### src/rtl/ashtmr_map.svh
// register offsets, field positions, reset values and timing counts
`ifndef ASHTMR_MAP_SVH
`define ASHTMR_MAP_SVH

// ==========================================
// register offsets
`define ASHTMR_FIRST_STATUS_ADDR   8'h41
`define ASHTMR_SECOND_STATUS_ADDR  8'h42
`define ASHTMR_FIRST_MASK_ADDR     8'h74
`define ASHTMR_SECOND_MASK_ADDR    8'h75
`define ASHTMR_THIRD_CFG_ADDR      8'h78
`define ASHTMR_HOT_TIMER_ADDR      8'h79
`define ASHTMR_HOT_LIMIT_ADDR      8'h7A
`define ASHTMR_FOURTH_CFG_ADDR     8'h7D

// ==========================================
// field positions
`define ASHTMR_CFG3_ALERT_EN       0
`define ASHTMR_CFG3_HOT_EN         1
`define ASHTMR_CFG3_FULL_SPEED     2
`define ASHTMR_MASK1_SECOND_ALL    7

// ==========================================
// reset values
`define ASHTMR_MASK_RESET          8'h00
`define ASHTMR_CFG3_RESET          8'h00
`define ASHTMR_CFG4_RESET          8'h00
`define ASHTMR_LIMIT_RESET         8'h00

// ==========================================
// timing: timer resolution in microseconds and clock in MHz
`define ASHTMR_HOT_LSB_US          22760
`define ASHTMR_CLK_MHZ             100
`define ASHTMR_HOT_LSB_CYCLES      (`ASHTMR_HOT_LSB_US * `ASHTMR_CLK_MHZ)

`endif

### src/rtl/ashtmr_pkg.sv
// types shared by the alert status and hot timer block
package ashtmr_pkg;

	// ==========================================
	// role of the multi-function pin
	typedef enum logic [1:0] {
		ASHTMR_ROLE_TACH  = 2'h0,
		ASHTMR_ROLE_HOT   = 2'h1,
		ASHTMR_ROLE_ALERT = 2'h2,
		ASHTMR_ROLE_GPIO  = 2'h3
	} ashtmr_role_type;

	// ==========================================
	// out-of-limit conditions from the measuring logic
	typedef struct packed {
		logic       remote_two_temp_flag;  // remote 2 temperature
		logic       local_temp_flag;       // local temperature
		logic       remote_one_temp_flag;  // remote 1 temperature
		logic       supply_rail_flag;      // supply rail
		logic       cpu_core_rail;         // core rail
		logic       diode_two_fault;       // diode 2 open or short
		logic       diode_one_fault;       // diode 1 open or short
		logic       fourth_fan_slow;       // fan 4 below minimum
		logic       third_fan_slow;        // fan 3 below minimum
		logic       second_fan_slow;       // fan 2 below minimum
		logic       first_fan_slow;        // fan 1 below minimum
		logic       overtemp_limit_flag;   // hot temperature limit
	} ashtmr_cond_type;

	// ==========================================
	// hot timer state
	typedef struct packed {
		logic [21:0] pre;    // prescaler toward one resolution step
		logic [7:0]  units;  // whole resolution steps accumulated
		logic        seen;   // an assertion has been seen
	} ashtmr_tmr_state_type;

	// ==========================================
	// top-level state
	typedef struct packed {
		logic [7:0] st1;        // first status, bit 7 derived
		logic [7:0] st2;        // second status
		logic [7:0] mask1;      // first alert mask
		logic [7:0] mask2;      // second alert mask
		logic [7:0] cfg3;       // third configuration
		logic [7:0] cfg4;       // fourth configuration
		logic [7:0] limit;      // hot timer limit
		logic [7:0] rdata;      // read data
		logic       alert5_n;   // pin 5 alert, active low
		logic       mf_out;     // multi-function pin level
		logic       mf_oe_n;    // multi-function pin enable, low drives
		logic [2:0] full_speed; // per-fan full speed override
	} ashtmr_state_type;

endpackage

### src/rtl/ashtmr_timer.sv
// hot input assertion timer with saturating count and limit compare
`timescale 1ns/100ps

`include "ashtmr_map.svh"

module ashtmr_timer #(
	parameter int TICK_CYCLES = `ASHTMR_HOT_LSB_CYCLES
) (
	// clock and reset
	input  wire logic       clk_in,
	input  wire logic       rst_n_in,
	// hot input and control
	input  wire logic       asserted_in,  // hot function active and pin low
	input  wire logic       rd_clear_in,  // timer register read pulse
	input  wire logic [7:0] limit_in,     // programmed timer limit
	// results
	output logic [7:0]      value_out,    // timer register contents
	output logic            exceeded_out  // value above the limit
);

	// ==========================================
	// state
	ashtmr_pkg::ashtmr_tmr_state_type s_ff;
	ashtmr_pkg::ashtmr_tmr_state_type nxt_s;

	// visible count: bit 0 on first assertion, whole steps from two on
	function automatic logic [7:0] shown(input logic [7:0] u, input logic v);
		shown = (u < 8'h02) ? {7'h00, v} : u;
	endfunction

	// ==========================================
	// next state
	always_comb begin
		nxt_s = s_ff;
		if (rd_clear_in) begin
			// cleared by read; restarts from one if still asserted
			nxt_s.units = 8'h00;
			nxt_s.pre   = 22'h00_0000;
			nxt_s.seen  = asserted_in;
		end else if (asserted_in) begin
			// accumulate only while asserted, pause otherwise
			nxt_s.seen = 1'b1;
			if (s_ff.units != 8'hFF) begin
				// hold at full scale
				if (s_ff.pre == 22'(TICK_CYCLES - 1)) begin
					nxt_s.pre   = 22'h00_0000;
					nxt_s.units = s_ff.units + 8'h01;
				end else begin
					nxt_s.pre = s_ff.pre + 22'h00_0001;
				end
			end
		end
	end

	// ==========================================
	// state register
	always_ff @(posedge clk_in or negedge rst_n_in) begin
		if (!rst_n_in) begin
			s_ff <= '0;
		end else begin
			s_ff <= nxt_s;
		end
	end

	// ==========================================
	// results
	assign value_out    = shown(s_ff.units, s_ff.seen);
	assign exceeded_out = shown(s_ff.units, s_ff.seen) > limit_in;

endmodule

### src/rtl/ashtmr_top.sv
// alert status, masking, pin role and hot timer block
`timescale 1ns/100ps

`include "ashtmr_map.svh"

// Contract
// - diode faults set second status bits 7, 6
// - bit 5: fan 4 slow or timer exceeded
// - bits 4..2 flag fans 3..1 slow
// - bit 1 flags hot temperature limit exceeded
// - sticky bits; read clears only absent conditions
// - alert low while unmasked fault or unread
// - masks gate alert only, not status
// - first mask bit layout, bit 7 all second
// - second mask bit layout per source
// - second mask bit 5 masks timer events
// - alert off at reset; cfg3 bit 0 enables pin 5
// - cfg4 bits 1:0 select pin role
// - hot role needs cfg3 bit 1 too
// - override bit forces fans full while hot
// - override only acts on running fans
// - timer accumulates while hot input asserted
// - timer clears on read, saturates at full
// - bit 0 on first assertion, then steps
// - read during assertion restarts count from one
// - bit 5 clearable after timer read
// - timer above limit sets bit 5, alerts
// - limit zero flags first assertion
// - first status bit 7 summarises second
// - timer limit resets to zero
// - first status temperature and rail bit layout
module ashtmr_top #(
	parameter int HOT_TICK_CYCLES = `ASHTMR_HOT_LSB_CYCLES  // one timer step
) (
	// clock and reset
	input  wire logic                    clk_in,
	input  wire logic                    rst_n_in,
	// register port from the serial bus engine
	input  wire logic [7:0]              reg_addr_in,
	input  wire logic [7:0]              reg_wdata_in,
	input  wire logic                    reg_wr_in,
	input  wire logic                    reg_rd_in,
	output logic [7:0]                   reg_rdata_out,
	// out-of-limit conditions
	input  wire ashtmr_pkg::ashtmr_cond_type cond_in,
	// fan state from the drive logic
	input  wire logic [2:0]              fans_running_in,
	output logic [2:0]                   full_speed_override_out,
	// pin 5 alert
	output logic                         alert_pin5_n_out,
	// multi-function pin
	input  wire logic                    mf_pin_in,
	output logic                         mf_pin_out,
	output logic                         mf_pin_oe_n_out,
	// general-purpose drive for the multi-function pin
	input  wire logic                    gpio_level_in,
	input  wire logic                    gpio_drive_in
);

	// ==========================================
	// declarations
	ashtmr_pkg::ashtmr_state_type s_ff;         // all top-level state, timer state kept in u_timer
	ashtmr_pkg::ashtmr_state_type nxt_s;        // next state
	ashtmr_pkg::ashtmr_role_type  role;         // pin role
	logic                         hot_on;       // hot function active
	logic                         hot_low;      // hot input asserted
	logic                         rd_st1;       // first status read
	logic                         rd_st2;       // second status read
	logic                         rd_tmr;       // timer read
	logic [7:0]                   tmr_value;    // timer contents
	logic                         tmr_over;     // timer above limit
	logic [7:0]                   cond1;        // first status conditions
	logic [7:0]                   cond2;        // second status conditions
	logic [7:0]                   pend1;        // unmasked first pending
	logic [7:0]                   pend2;        // unmasked second pending
	logic                         alert;        // any unmasked source

	// sticky status: set wins over a read, read clears absent bits only
	function automatic logic [7:0] sticky(
		input logic [7:0] cur,
		input logic [7:0] cond,
		input logic       rd
	);
		sticky = (rd ? (cur & cond) : cur) | cond;
	endfunction

	// ==========================================
	// pin role and hot input
	// role field comes straight from the fourth configuration
	assign role    = ashtmr_pkg::ashtmr_role_type'(s_ff.cfg4[1:0]);
	// hot needs its role and the enable bit
	assign hot_on  = (role == ashtmr_pkg::ASHTMR_ROLE_HOT) &
	                 s_ff.cfg3[`ASHTMR_CFG3_HOT_EN];
	// pin is active low
	assign hot_low = hot_on & ~mf_pin_in;

	// ==========================================
	// read strobes
	assign rd_st1 = reg_rd_in & (reg_addr_in == `ASHTMR_FIRST_STATUS_ADDR);
	assign rd_st2 = reg_rd_in & (reg_addr_in == `ASHTMR_SECOND_STATUS_ADDR);
	assign rd_tmr = reg_rd_in & (reg_addr_in == `ASHTMR_HOT_TIMER_ADDR);

	// ==========================================
	// hot timer
	ashtmr_timer #(
		.TICK_CYCLES (HOT_TICK_CYCLES)
	) u_timer (
		.clk_in       (clk_in),
		.rst_n_in     (rst_n_in),
		.asserted_in  (hot_low),
		.rd_clear_in  (rd_tmr),
		.limit_in     (s_ff.limit),
		.value_out    (tmr_value),
		.exceeded_out (tmr_over)
	);

	// ==========================================
	// condition vectors in status bit order
	always_comb begin
		cond1    = 8'h00;
		// temperatures in bits 6..4, rails in bits 2 and 1
		cond1[6] = cond_in.remote_two_temp_flag;
		cond1[5] = cond_in.local_temp_flag;
		cond1[4] = cond_in.remote_one_temp_flag;
		cond1[2] = cond_in.supply_rail_flag;
		cond1[1] = cond_in.cpu_core_rail;
		cond2    = 8'h00;
		// diode faults
		cond2[7] = cond_in.diode_two_fault;
		cond2[6] = cond_in.diode_one_fault;
		// fan 4 or, in hot role, timer beyond limit
		cond2[5] = hot_on ? tmr_over : cond_in.fourth_fan_slow;
		// fans 3..1
		cond2[4] = cond_in.third_fan_slow;
		cond2[3] = cond_in.second_fan_slow;
		cond2[2] = cond_in.first_fan_slow;
		// hot temperature limit
		cond2[1] = cond_in.overtemp_limit_flag;
	end

	// ==========================================
	// next state
	always_comb begin
		nxt_s = s_ff;

		// status capture, unaffected by masks
		nxt_s.st1 = sticky(s_ff.st1, cond1, rd_st1);
		// second status read lets bit 5 clear once its condition is gone
		nxt_s.st2 = sticky(s_ff.st2, cond2, rd_st2);

		// masking of first status sources
		pend1    = 8'h00;
		pend1[6] = nxt_s.st1[6] & ~s_ff.mask1[6];
		pend1[5] = nxt_s.st1[5] & ~s_ff.mask1[5];
		pend1[4] = nxt_s.st1[4] & ~s_ff.mask1[4];
		pend1[2] = nxt_s.st1[2] & ~s_ff.mask1[2];
		// core rail status bit 1 is masked by bit 0
		pend1[1] = nxt_s.st1[1] & ~s_ff.mask1[0];

		// masking of second status sources, bit 5 also for timer events
		pend2 = nxt_s.st2 & ~s_ff.mask2 & 8'hFE;

		// one line for everything unmasked, bit 7 covers all second sources
		alert = (|pend1) |
		        ((|pend2) & ~s_ff.mask1[`ASHTMR_MASK1_SECOND_ALL]);

		// pin 5 alert only when enabled
		nxt_s.alert5_n = ~(alert & s_ff.cfg3[`ASHTMR_CFG3_ALERT_EN]);

		// multi-function pin drive by role
		unique case (role)
			ashtmr_pkg::ASHTMR_ROLE_ALERT: begin
				// open drain, pulls low on alert
				nxt_s.mf_out  = 1'b0;
				nxt_s.mf_oe_n = ~alert;
			end
			ashtmr_pkg::ASHTMR_ROLE_GPIO: begin
				// driven from the general-purpose inputs
				nxt_s.mf_out  = gpio_level_in;
				nxt_s.mf_oe_n = ~gpio_drive_in;
			end
			ashtmr_pkg::ASHTMR_ROLE_TACH,
			ashtmr_pkg::ASHTMR_ROLE_HOT: begin
				// input roles, pin released
				nxt_s.mf_out  = 1'b1;
				nxt_s.mf_oe_n = 1'b1;
			end
		endcase

		// full speed while hot is low, only for fans already turning
		nxt_s.full_speed = fans_running_in &
		                   {3{hot_low & s_ff.cfg3[`ASHTMR_CFG3_FULL_SPEED]}};

		// register writes
		if (reg_wr_in) begin
			unique case (reg_addr_in)
				`ASHTMR_FIRST_MASK_ADDR: begin
					nxt_s.mask1 = reg_wdata_in;
				end
				`ASHTMR_SECOND_MASK_ADDR: begin
					nxt_s.mask2 = reg_wdata_in;
				end
				`ASHTMR_THIRD_CFG_ADDR: begin
					nxt_s.cfg3 = reg_wdata_in;
				end
				`ASHTMR_HOT_LIMIT_ADDR: begin
					nxt_s.limit = reg_wdata_in;
				end
				`ASHTMR_FOURTH_CFG_ADDR: begin
					nxt_s.cfg4 = reg_wdata_in;
				end
				default: begin
					// read-only or unmapped, ignored
				end
			endcase
		end

		// register reads, data shown before any clearing
		if (reg_rd_in) begin
			unique case (reg_addr_in)
				`ASHTMR_FIRST_STATUS_ADDR: begin
					// bit 7 summarises the second status
					nxt_s.rdata = {|s_ff.st2, s_ff.st1[6:0]};
				end
				`ASHTMR_SECOND_STATUS_ADDR: begin
					nxt_s.rdata = s_ff.st2;
				end
				`ASHTMR_FIRST_MASK_ADDR: begin
					nxt_s.rdata = s_ff.mask1;
				end
				`ASHTMR_SECOND_MASK_ADDR: begin
					nxt_s.rdata = s_ff.mask2;
				end
				`ASHTMR_THIRD_CFG_ADDR: begin
					nxt_s.rdata = s_ff.cfg3;
				end
				`ASHTMR_HOT_TIMER_ADDR: begin
					nxt_s.rdata = tmr_value;
				end
				`ASHTMR_HOT_LIMIT_ADDR: begin
					nxt_s.rdata = s_ff.limit;
				end
				`ASHTMR_FOURTH_CFG_ADDR: begin
					nxt_s.rdata = s_ff.cfg4;
				end
				default: begin
					// unmapped reads as zero
					nxt_s.rdata = 8'h00;
				end
			endcase
		end
	end

	// ==========================================
	// state register
	always_ff @(posedge clk_in or negedge rst_n_in) begin
		if (!rst_n_in) begin
			s_ff            <= '0;
			s_ff.mask1      <= `ASHTMR_MASK_RESET;
			s_ff.mask2      <= `ASHTMR_MASK_RESET;
			s_ff.cfg3       <= `ASHTMR_CFG3_RESET;
			s_ff.cfg4       <= `ASHTMR_CFG4_RESET;
			s_ff.limit      <= `ASHTMR_LIMIT_RESET;
			s_ff.alert5_n   <= 1'b1;
			s_ff.mf_out     <= 1'b1;
			s_ff.mf_oe_n    <= 1'b1;
		end else begin
			s_ff <= nxt_s;
		end
	end

	// ==========================================
	// outputs straight from flops
	assign reg_rdata_out           = s_ff.rdata;
	assign full_speed_override_out = s_ff.full_speed;
	assign alert_pin5_n_out        = s_ff.alert5_n;
	assign mf_pin_out              = s_ff.mf_out;
	assign mf_pin_oe_n_out         = s_ff.mf_oe_n;

endmodule

### config.mk
export PLATFORM = sky130hd
export DESIGN_NAME = ashtmr_top
export DESIGN_NICKNAME = d
export VERILOG_FILES = /design/src/rtl/ashtmr_pkg.sv /design/src/rtl/ashtmr_timer.sv /design/src/rtl/ashtmr_top.sv
export VERILOG_INCLUDE_DIRS = /design/src /design/src/rtl
export SDC_FILE = /design/constraint.sdc
export NUM_CORES = 1
export LEC_CHECK = 0
export BUFFER_PORTS_ARGS = -buffer_cell sky130_fd_sc_hd__buf_2
export CORE_MARGIN = 4
export CORE_UTILIZATION = 35
export DETAILED_ROUTE_END_ITERATION = 16
export PLACE_DENSITY_LB_ADDON = 0.3
export SYNTH_ARGS = -nofsm -noshare
export SYNTH_HDL_FRONTEND = slang
export SYNTH_SLANG_ARGS = --single-unit
### constraint.sdc
create_clock -name clk_in -period 7.1 [get_ports clk_in]
set_input_delay 0.71 -clock clk_in [delete_from_list [all_inputs] [get_ports clk_in]]
set_output_delay 0.71 -clock clk_in [all_outputs]
set_load 0.01 [all_outputs]
Word level (Yosys, flattened, before mapping)
Index checks and enable logic that the tools add are counted.
Widths: inputs -> output; s select.
Cells by class
  multipliers: 0
  bitwise operators: 31
  equal/unequal tests: 13
  add/sub/neg operators: 2
  shifts and indexed selects: 0
  divide/modulo/power cells: 0
  multiplexer cells: 11
  reductions and logical operators: 15
  magnitude comparators: 2
Operator list (count)
  $eq 8x7->1 const B: 8
  $pmux 8 s8: 1
  $mux 31: 2
  $mux 8: 4
  $mux 30: 1
  $add 22x1->22 const B: 1
  $eq 22x22->1 const B: 1
  $mux 22: 1
  $and 8x8->8: 2
  $and 1x1->1: 13
  $reduce_and 2->1: 6
  $not 1->1: 10
  $add 8x1->8 const B: 1
  $and 8x7->8: 1
  $gt 8x8->1: 1
  $lt 8x2->1 const B: 1
  $ne 8x8->1 const B: 1
  $not 8->8: 1
  $or 8x7->8: 1
  $or 8x8->8: 1
  $reduce_or 8->1: 1
  $reduce_or 7->1: 1
  $pmux 2 s3: 1
  $reduce_bool 2->1: 3
  9 further kinds: 10
Storage, ports and cells
  memories: 0
  bits of input ports: 38
  logic and storage cells: 89
  latch bits: 0
  memory bits (read-only): 0
  bits in registers: 101
  output and inout bits: 14
  memory bits (writable): 0

Logic depth before layout (Yosys ltp)
Gate-level depths: netlist (run 1).
  word-level depth: 13
  gate-level depth with buffers: 10

Hierarchy
From an unflattened synthesis (run 1), not the netlist that was laid out.
Second synthesis, totals
  cells, all modules: 543
  area, all modules: 5549.1 um^2
Modules (own cells, without submodules)
  ashtmr_top: cells each 303, area an instance 3457.1 um^2, sequential area each 1680.4 um^2, instances 1
  ashtmr_timer: cells each 240, area an instance 2092.0 um^2, sequential area each 775.7 um^2, instances 1

Worst setup path before layout (run 1)
Ideal clock, no wire load.
  kind: register to register
  from: reg u_timer.s_ff[5] (netlist name)
  to: reg s_ff (netlist bit mf_pin_oe_n_out)
  data required time: 7.007 ns
  cell stages (with the launch flop): 11
  arrival time: 2.729 ns
  path slack: 4.278 ns
  cell sequence: dfrtp_1 -> or4_1 -> nor4_2 -> mux2i_1 -> ha_1 -> and4b_1 -> a211oi_1 -> or4b_1 -> a41o_1 -> a41oi_2 -> o311ai_2
RTL lines
  start: declaration: RTL line ashtmr_timer.sv:23  | ashtmr_pkg::ashtmr_tmr_state_type s_ff;
  start signal: assignment: RTL line ashtmr_timer.sv:61  | s_ff <= nxt_s;
  end signal: assignment: RTL line ashtmr_top.sv:268  | s_ff <= nxt_s;
  end: declaration: RTL line ashtmr_top.sv:62  | ashtmr_pkg::ashtmr_state_type s_ff;

==> results of run 1 <==
[kinds of logic after synthesis]
kind of cell / share of synthesized area [%]
DFF: 46.7
muxes: 8.89
AOI/OAI and AO/OA: 14.1
buffers and inverters: 5.35
adders and majority gates: 2.38
and+or+nand+nor: 19.3
xor gates and xnor gates: 3.33
[layout by cell type (no fill, tap or decap), types with 9 or more instances in the layout]
cell type and count:
mux2_2 30, xor2_1 15, a22oi_1 9, nand4_1 9, clkbuf_16 9, mux2i_1 13
a21oi_1 10, a21o_1 9, nand2_1 41, o21ai_0 28, nor2_1 39, buf_2 50
nand3_1 12, ha_1 10, and3_1 13, inv_1 21, dfrtp_1 95
[power by group through the flow]
stage	registers (mW)	logic, mW	clock network, mW
floorplan	0.597	0.0562	0
global placement	0.601	0.0929	0
detailed placement	0.602	0.0960	0
CTS	0.591	0.0965	0.522
global route	0.594	0.107	0.543
finish	0.591	0.0951	0.506
[registers in the layout, summed over array words and instances, names as in the netlist]
signal	cells
s_ff	51
u_timer.s_ff	31
reg_rdata_out	8
full_speed_override_out	3
role	2
alert_pin5_n_out	1
mf_pin_oe_n_out	1
mf_pin_out	1
[through the flow]
step	hold WS [ns]	utilization, %	instance area (um2)	std cells
2_1_floorplan	0.413	-	5260	505
3_3_place_gp	0.466	38.0	5560	706
3_5_place_dp	0.476	38.0	5560	706
4_1_cts	0.360	40.1	5870	722
5_1_grt	0.382	40.1	5870	722
6_report	0.341	40.1	5870	722
[worst max-delay path by stage]
stage / endpoint / cells after the start / slack, ns / startpoint
floorplan: mf_pin_oe_n_out$_DFF_PN1_ / 10 / 4.28 / u_timer.s_ff[5]$_DFFE_PN0P_
global placement: alert_pin5_n_out$_DFF_PN1_ / 9 / 3.90 / u_timer.s_ff[4]$_DFFE_PN0P_
detailed placement: alert_pin5_n_out$_DFF_PN1_ / 9 / 3.91 / u_timer.s_ff[4]$_DFFE_PN0P_
CTS: alert_pin5_n_out$_DFF_PN1_ / 9 / 3.87 / u_timer.s_ff[4]$_DFFE_PN0P_
global route: alert_pin5_n_out$_DFF_PN1_ / 10 / 3.71 / u_timer.s_ff[4]$_DFFE_PN0P_
finish: alert_pin5_n_out$_DFF_PN1_ / 9 / 3.85 / u_timer.s_ff[4]$_DFFE_PN0P_
[layout make-up]
class                      instances  area share [%]
clock buffer                       9            3.84
clock inverter                     7            1.43
inverter                          21            1.34
multi-input combinational        350            43.0
sequential                        98            41.8
tap                              184            3.92
timing repair buffer              53            4.65
[metal layers]
metal / up-vias / global-route usage (%)
met5: - / 0
met4: 0 / 4.60
met3: 16 / 3.46
met2: 125 / 25.3
met1: 2022 / 24.4
li1: 1870 / -
==> summary.md, run 1 <==
| Metric | Value |
|---|---|
| Status | finished clean |
| Port bufs | 51 |
| Pre-CTS WS | 3.91 ns |
| Yosys cell types | 71 |
| Top_reg_cell synth | dfrtp_1 |
| Worst Max-Slew Pin Slew | 0.750 ns |
| First-pass GRT wire length | 22100 um |
| Core ar. | 14600 um2 |
| Die Ht | 131 um |
| Post-Syn Area | 5260 um2 |
| Cts bufs inserted | 9 |
| Sequential cell area fraction in the yosys report | 46.7% |
| Vias in the first global route | 3984 |
| Comb pwr share | 8.0% |
| Resize count post-CTS | 0 |
| Worst setup margin | 3.85 ns |
| Row count | 44 |
| Synth area leaders | dfrtp_1 45%, mux2_2 6.4%, nand2_1 2.9% |
| Top layer in use | met4 |
| Fillers | 1412 |
| Area Overhead vs Synth | 11.6% |
| Synth cell count leaders | 95 x dfrtp_1, 41 x nand2_1, 39 x nor2_1 |
| Maximum clock frequency | 0.308 GHz |
| Worst R2R Setup Slack | 3.85 ns |
| CTS Sinks | 98 |
| Reg-to-reg endpoint | alert_pin5_n_out$_DFF_PN1_ |
| Ys async rst share | 100% |
| Ratio of cells with drive above 1 in the final layout | 23.6% |
| Clock Path Buffers | 2 |
| Tot Pwr | 1.19 mW |
| Grt total ovfl | 0 |
| Clock Root Buffer | clkbuf_16 |
| CTS tree | yes |
| CP endpoint kind | flop |
| Routed Antenna Nets | 0 |
| Final wirelength | 13500 um |
| Worst Hold Class | primary input to asynchronous set/reset pin |
| Initial core utilization | 35.9% |
| Area of the multi-input gates | 2520 um2 |
| Number of flops mapped to enable cells by yosys | 0 |
| Diode count | 0 |
| P_int | 895 uW |
| Switch Pwr | 297 uW |
| Slowest CP cell | or4_1 |
| DR WL met3 | 790 um |
| Seq pwr share | 49.6% |
| Leakage | 2.68 nW |
| Clock share of power | 42.4% |
| Final slew viol count | 0 |
| Max-slew headroom | 50.0% |
| Final-stage net count | 581 |
| CP max FO | 7 |
| Yosys warning total | 0 |
| Setup TNS | 0 ns |
| Largest area contributor in the netlist | dfrtp_1 |
| Clock skew | 0.0105 ns |
| I/O pins | 52 |
| DRC Markers | 0 |
| Final worst path period need | 3.25 ns |
| Most frequent cell after synthesis | dfrtp_1 |
| Setup-failing EPs final | 0 |
| Worst path cell trace | or4_1 > nor4_2 > mux2i_1 > ha_1 > nand4_1 > or4b_1 > a41o_1 > a41oi_2 > o21ai_0 |
| GRT Overall Usage | 16.7% |
| Launch point of the worst reg-to-reg path | u_timer.s_ff[4]$_DFFE_PN0P_ |
| Number of DRC markers in iteration 0 | 288 |
| Initial antenna violation count | 0 |
| Area fraction of the dominant cell type after synthesis | 45.2% |
| Crit Path Class | flop to flop |
| FF+latch count, synth | 98 |
| Worst-skew pair later-pin latency | 0.34 ns |
| Die Area | 17100 um2 |
| Synthesized Nets | 553 |
| Vias | 4033 |
| TritonRoute pass-1 iters | 5 |
| WP buf/inv | 0 |
| Met2 wire len | 6140 um |
| Crit path required time | 7.35 ns |
| Mean Syn Cell Area | 10.4 um2 |
| Final hold vios | 0 |
| Max Cap Viol | 0 |
| Met1 WL | 6390 um |
| Pwr/cell area | 203 nW/um2 |
| Worst path max stage delay | 0.55 ns |
| Die width | 131 um |
| Peak supply drop | 159 uV |
| DR vias/cell | 5.59 |
| H-tree depth | 3 |
| Cts hold-fix bufs | 0 |
| Final Cycle Share | 45.8% |
| Startpoint class of the critical path | flop |
| Post-detail-place hpwl | 10000 um |
| Switch share | 24.9% |
| DR WL/cell | 18.7 um |
| Largest net degree at the start of global routing | 58 |
| RSZ-0062 raised after global routing | false |
| Depth of the worst register-to-register path | 9 |
| Seq. cell area | 2460 um2 |
| Arr. time, crit path | 3.50 ns |
| Clock slew at reported path FFs | 0.07 ns |
| Post CTS Setup Buffer Count | 0 |
| GPL Wtd Cong | 0.864 |
| Post-Syn Instances | 505 |
| Delay-heaviest family, CP | simple AND/OR/NAND/NOR gates |
No activity file was read; power rests on OpenSTA's default activity.
==> inputs of run 2 (changes only) <==
--- a/config.mk
+++ b/config.mk
@@ -6,6 +6,7 @@
 export SDC_FILE = /design/constraint.sdc
 export NUM_CORES = 1
 export LEC_CHECK = 0
+export ABC_AREA = 1
 export BUFFER_PORTS_ARGS = -buffer_cell sky130_fd_sc_hd__buf_2
 export CORE_MARGIN = 4
 export CORE_UTILIZATION = 35
==> constraint.sdc (replaced) <==
create_clock -name clk_in -period 2.65 [get_ports clk_in]
set_input_delay 0.265 -clock clk_in [delete_from_list [all_inputs] [get_ports clk_in]]
set_output_delay 0.265 -clock clk_in [all_outputs]
set_load 0.01 [all_outputs]
==> run 2 against run 1 <==
  * Global-route usage is 0.37 points higher
  * Die area increased by 0.51%
  * Core utilization grew 0.49 points
==> summary.md, run 2 <==
| Metric | Value |
|---|---|
| Seq. cell area | 2460 um2 |
| Crit Path Class | flop to flop |
| Max Cap Viol | 0 |
| Biggest register | s_ff |
| First-pass GRT wire length | 22500 um |
| P_int | 2.30 mW |
| Status | finished clean |
| Cts hold-fix bufs | 1 |
| Clock Path Buffers | 2 |
| Final wirelength | 13800 um |
| Crit path required time | 2.94 ns |
| Final-stage net count | 773 |
| Depth of the worst register-to-register path | 18 |
| Area Overhead vs Synth | 12.3% |
| DR WL/cell | 15.1 um |
| Startpoint class of the critical path | flop |
| Slowest CP cell | dfrtp_1 |
| Core ar. | 14600 um2 |
| Most frequent cell after synthesis | nand2_1 |
| Comb pwr share | 8.6% |
| Yosys cell types | 44 |
| Die Area | 17100 um2 |
| Die width | 131 um |
| GRT Overall Usage | 17.1% |
| Area fraction of the dominant cell type after synthesis | 44.9% |
| Post CTS Setup Buffer Count | 0 |
| Leading cell types in the layout, fill and taps excluded | 194 x nand2_1, 95 x dfrtp_1, 89 x inv_1 |
| Synth cell count leaders | 194 x nand2_1, 95 x dfrtp_1, 89 x inv_1 |
| Yosys warning total | 0 |
| Maximum clock frequency | 0.478 GHz |
| RSZ-0062 raised after global routing | false |
| Commonest non-fill, non-tap cell in the layout | nand2_1 |
| Mean Syn Cell Area | 7.69 um2 |
| Clock skew | 0.0121 ns |
| CTS tree | yes |
| TritonRoute pass-1 iters | 5 |
| Area of the multi-input gates | 2320 um2 |
| Diode count | 0 |
| Clock share of power | 40.4% |
| Ys async rst share | 100% |
| CP max FO | 5 |
| Vias | 4528 |
| Synth area leaders | dfrtp_1 45%, nand2_1 14%, inv_1 6.3% |
| Worst Hold Class | primary input to flop |
| Final worst path period need | 2.09 ns |
| Vias in the first global route | 4222 |
| Pwr/cell area | 529 nW/um2 |
| Grt total ovfl | 0 |
| Worst path max stage delay | 0.45 ns |
| Worst-skew pair later-pin latency | 0.36 ns |
| Largest area contributor in the netlist | dfrtp_1 |
| Setup-failing EPs final | 0 |
| I/O pins | 52 |
| Fillers | 1507 |
| DRC Markers | 0 |
| Peak supply drop | 319 uV |
| FF+latch count, synth | 98 |
| Post-Syn Instances | 688 |
| CTS Sinks | 98 |
| Most frequent CP cell | nand2_1 |
| Leakage | 2.92 nW |
| Row count | 44 |
| Die Ht | 131 um |
| Post-detail-place hpwl | 10600 um |
| Max-slew headroom | 53.9% |
| DR vias/cell | 4.95 |
| Final slew viol count | 0 |
| Sequential cell area fraction in the yosys report | 46.4% |
| Synthesized Nets | 736 |
| Number of flops mapped to enable cells by yosys | 0 |
| Worst path cell trace | inv_1 > nand3_1 > nor2_1 > nand2_1 > o21a_1 > ha_1 > o21bai_1 > nand2_1 > nand2_1 > nand2_1 > nand2_1 > nand2_1 > nand2_1 > nand2_1 > nand3_1 > nand2_1 > nand2_1 > nand2_1 |
| Arr. time, crit path | 2.39 ns |
| Resize count post-CTS | 0 |
| Top_reg_cell synth | dfrtp_1 |
| Port bufs | 51 |
| Depth of the worst hold-timing path | 3 |
| Max FFs per register | 51 |
| Final Cycle Share | 78.9% |
| Number of DRC markers in iteration 0 | 360 |
| Final hold vios | 0 |
| Setup TNS | 0 ns |
| Seq pwr share | 50.9% |
| Tot Pwr | 3.14 mW |
| Switch share | 27.0% |
| CP endpoint kind | flop |
| Clock Root Buffer | clkbuf_16 |
| Post-Syn Area | 5290 um2 |
| GPL Wtd Cong | 0.928 |
| Initial antenna violation count | 0 |
| Worst Max-Slew Pin Slew | 0.687 ns |
| Clock slew at reported path FFs | 0.08 ns |
| Routed Antenna Nets | 0 |
| Cts bufs inserted | 9 |
| Largest net degree at the start of global routing | 53 |
| Switch Pwr | 848 uW |
| Initial core utilization | 36.1% |
| H-tree depth | 3 |
| Ratio of cells with drive above 1 in the final layout | 13.0% |
run 2: cell count changes after synthesis, moves of 7 or more:
cell	previous run	this run
and3_1	13	1
nand2_1	41	194
o21ai_0	28	65
a22oi_1	9	2
a21oi_1	10	19
mux2_2	30	0
a21o_1	9	0
inv_1	21	89
mux2i_1	13	0
nand3_1	12	38
o22ai_1	1	9
and4_1	8	0
nor3_1	8	19
run 2: layout make-up:
type	instances	area share (%)
Clock buffer	10	3.85
Clock inverter	6	0.821
Inverter	95	6.06
Multi-Input combinational cell	466	39.0
Sequential cell	98	41.3
Tap cell	184	3.87
Timing Repair Buffer	55	5.09
run 2: power by group through the flow:
stage / combinational, mW / clock, mW / sequential, mW
2_1_floorplan: 0.164 / 0 / 1.61
3_5_place_dp: 0.273 / 0 / 1.63
5_1_grt: 0.316 / 1.38 / 1.61
4_1_cts: 0.274 / 1.30 / 1.60
3_3_place_gp: 0.273 / 0 / 1.63
6_report: 0.272 / 1.27 / 1.60
run 2: metrics by stage:
stage	cell area, um2	setup WS, ns	util (%)	instances	hold WS (ns)
after floorplan	5290	0.786	-	688	-0.0306
after global placement	5660	0.561	38.6	897	0.119
after detailed placement	5660	0.530	38.6	897	0.122
after CTS	5940	0.551	40.6	914	0.0877
after global routing	5940	0.295	40.6	914	0.0963
final	5940	0.558	40.6	914	0.0960
run 2: worst paths after layout:
path / startpoint / endpoint / slack (ns)
worst max-delay path: u_timer.s_ff[5]$_DFFE_PN0P_ / alert_pin5_n_out$_DFF_PN1_ / 0.56
worst min-delay path: gpio_level_in / mf_pin_out$_DFF_PN1_ / 0.1
worst max register to register: u_timer.s_ff[5]$_DFFE_PN0P_ / alert_pin5_n_out$_DFF_PN1_ / 0.56
worst min register to register: role[1]$_DFFE_PN0P_ / mf_pin_out$_DFF_PN1_ / 0.45
max in group asynchronous: rst_n_in / u_timer.s_ff[1]$_DFFE_PN0P_ / 1.66
min in group asynchronous: rst_n_in / s_ff[64]$_DFF_PN0_ / 0.28
run 2: worst max-delay path: cells and delay by family (launching register included):
family / cells / cell delay (ns)
AOI/OAI and AO/OA: 2 / 0.29
adders and majority gates: 1 / 0.19
buffers and inverters: 1 / 0.16
DFF: 1 / 0.45
and+or+nand+nor: 14 / 0.94
run 2: cells by family after synthesis:
kind of cell	after synthesis	synth area share, %
xor+xnor	12	1.99
compound gates	117	12.3
flops	98	46.4
simple gates	327	27.1
buf+inv	124	9.81
fa+ha+maj	10	2.36
run 2: metal layers:
layer  vias to the layer above  part of all wire (%)  global-route usage, %
met5                         -                     0                      0
met2                       133                    41                   22.9
met3                        13                   6.2                   4.19
met4                         0                   1.4                   5.44
met1                      2085                    51                   26.7
li1                       2297                     -                      -
==> inputs of run 3 (changes only) <==
==> constraint.sdc (replaced) <==
create_clock -name clk_in -period 1.9 [get_ports clk_in]
set_input_delay 0.19 -clock clk_in [delete_from_list [all_inputs] [get_ports clk_in]]
set_output_delay 0.19 -clock clk_in [all_outputs]
set_load 0.01 [all_outputs]
==> run 3 against run 2 <==
  * The run now ends with negative setup slack left
  * Sequential cell count did not move
  * Clock-buffer cell count decreased by 1
  * Largest cell class unchanged
  * Cell area is 7.5% higher
  * Die area did not move
  * Register-to-register slack got worse by 0.58 ns
  * Core utilization increased by 3.1 points
  * Fmax is 8.6% higher
  * Cell count increased by 5.1%
  * Global-route usage is 0.57 points higher
  * Sequential share of layout area fell by 2.9 points
  * Largest power group unchanged
==> summary.md, run 3 (synthesized netlist as in run 2, its figures left out) <==
| Metric | Value |
|---|---|
| CP endpoint kind | flop |
| P_int | 3.29 mW |
| Largest net degree at the start of global routing | 39 |
| Leading cell types in the layout, fill and taps excluded | 194 x nand2_1, 95 x dfrtp_1, 87 x inv_1 |
| Final slew viol count | 0 |
| Clock Root Buffer | clkbuf_16 |
| Clock slew at reported path FFs | 0.08 ns |
| Diode count | 0 |
| Worst Max-Slew Pin Slew | 0.521 ns |
| Post-route insts no fill | 961 |
| Area Overhead vs Synth | 20.8% |
| Worst setup margin | -0.0265 ns |
| Final Cycle Share | 101% |
| Leakage | 3.18 nW |
| Violated checks | negative setup slack |
| DR vias/cell | 4.96 |
| Ratio of cells with drive above 1 in the final layout | 19.9% |
| Routed Antenna Nets | 0 |
| RSZ-0062 raised after global routing | true |
| Pwr/cell area | 713 nW/um2 |
| Die width | 131 um |
| Clock share of power | 41.2% |
| Min-delay src | gpio_level_in |
| Die Area | 17100 um2 |
| Clock Path Buffers | 2 |
| Initial antenna violation count | 0 |
| Clock skew | 0.0138 ns |
| CP max FO | 4 |
| Setup-failing EPs final | 2 |
| Comb pwr share | 10.1% |
| Switch share | 27.9% |
| Final worst path period need | 1.93 ns |
| Port bufs | 51 |
| DRC Markers | 0 |
| I/O pins | 52 |
| Launch point of the worst reg-to-reg path | u_timer.s_ff[2]$_DFFE_PN0P_ |
| Maximum clock frequency | 0.519 GHz |
| Worst-skew pair later-pin latency | 0.36 ns |
| GPL Wtd Cong | 0.900 |
| Fillers | 1496 |
| GRT Overall Usage | 17.7% |
| Peak supply drop | 414 uV |
| Biggest register | s_ff |
| Final hold vios | 0 |
| Arr. time, crit path | 2.23 ns |
| Cts bufs inserted | 9 |
| Status | finished, violations left |
| Die Ht | 131 um |
| H-tree depth | 3 |
| Worst Hold Class | primary input to flop |
| Max FFs per register | 51 |
| Final-stage net count | 820 |
| TritonRoute pass-1 iters | 5 |
| CP Launch Point | u_timer.s_ff[2]$_DFFE_PN0P_ |
| Crit Path Class | flop to flop |
| CTS Sinks | 98 |
| Row count | 44 |
| DR WL/cell | 15.0 um |
| CTS tree | yes |
| Vias | 4768 |
| Seq pwr share | 48.7% |
| Switch Pwr | 1.27 mW |
| Placed Cells incl. Taps | 936 |
| Grt total ovfl | 0 |
| Max Cap Viol | 0 |
| Setup TNS | -0.0450 ns |
| Final wirelength | 14400 um |
| Commonest non-fill, non-tap cell in the layout | nand2_1 |
| Post-detail-place hpwl | 11000 um |
| Startpoint class of the critical path | flop |
| Vias in the first global route | 4486 |
| Crit path required time | 2.20 ns |
| Core ar. | 14600 um2 |
| Number of DRC markers in iteration 0 | 341 |
| Initial core utilization | 36.1% |
| Max-slew headroom | 65.3% |
| First-pass GRT wire length | 23200 um |
==> run 3: final cells by class <==
type                       instances  area [um2]  share of cell area, %
tap                              184         230                   3.60
inverter                          95         360                   5.64
clock inverter                     7        80.1                   1.25
timing repair buffer             102         668                   10.5
sequential                        98        2460                   38.4
multi-input combinational        466        2370                   37.1
clock buffer                       9         225                   3.52
==> run 3: critical path: stages (launching register included) <==
cell and delay (ns):
dfrtp_1 0.43, inv_2 0.07, nand3_1 0.09, nor2_2 0.14
buf_4 0.12, o21a_1 0.12, ha_2 0.27, a31oi_1 0.16
nand2_1 0.08, nand2_1 0.08, nand2_1 0.05, nand3_1 0.07
nand2_1 0.06, nand3_1 0.06, nand2_1 0.05
==> run 3: routing by layer <==
metal,share of wire [%],GRT usage (%)
met1,51,27.1
met2,42,24.7
met3,5.7,3.29
met4,1.7,6.23
met5,0,0
==> run 3: power groups by stage <==
stage	sequential, mW	clock, mW	combinational (mW)
after floorplan	2.25	0	0.229
after global placement	2.26	0	0.432
after detailed placement	2.26	0	0.436
after CTS	2.22	1.91	0.444
after global routing	2.23	2.00	0.536
final	2.22	1.88	0.463
==> run 3: path summary, 6_finish.rpt <==
path	end	slack (ns)	depth (start not counted)
worst min register to register	mf_pin_out$_DFF_PN1_	0.44	1
worst max register to register	mf_pin_oe_n_out$_DFF_PN1_	-0.03	14
min in group asynchronous	s_ff[68]$_DFF_PN0_	0.34	2
worst min-delay path	mf_pin_out$_DFF_PN1_	0.02	3
worst max-delay path	mf_pin_oe_n_out$_DFF_PN1_	-0.03	14
max in group asynchronous	s_ff[28]$_DFFE_PN0P_	0.94	3
==> run 3: metrics by stage <==
step	worst slack, ns	power [mW]	hold slack, ns	utilization [%]	area [um2]
floorplan	0.0362	2.48	-0.106	-	5290
global placement	0.00466	2.69	0.198	40.7	5960
detailed placement	-0.0188	2.69	0.202	40.7	5960
CTS	-0.00126	4.57	0.0183	43.0	6300
global route	-0.229	4.76	0.0129	43.6	6390
finish	-0.0265	4.56	0.0211	43.6	6390
==> run 3: timing repair <==
| action | CTS | global route |
|---|---|---|
| endpoints found under the hold margin | 32 | 0 |
| setup buffers | 3 | 5 |
| gates resized for setup | 1 | 13 |
| pin swaps | 3 | 4 |
| hold buffers | 1 | 0 |
| setup endpoints to repair | 2 | 17 |
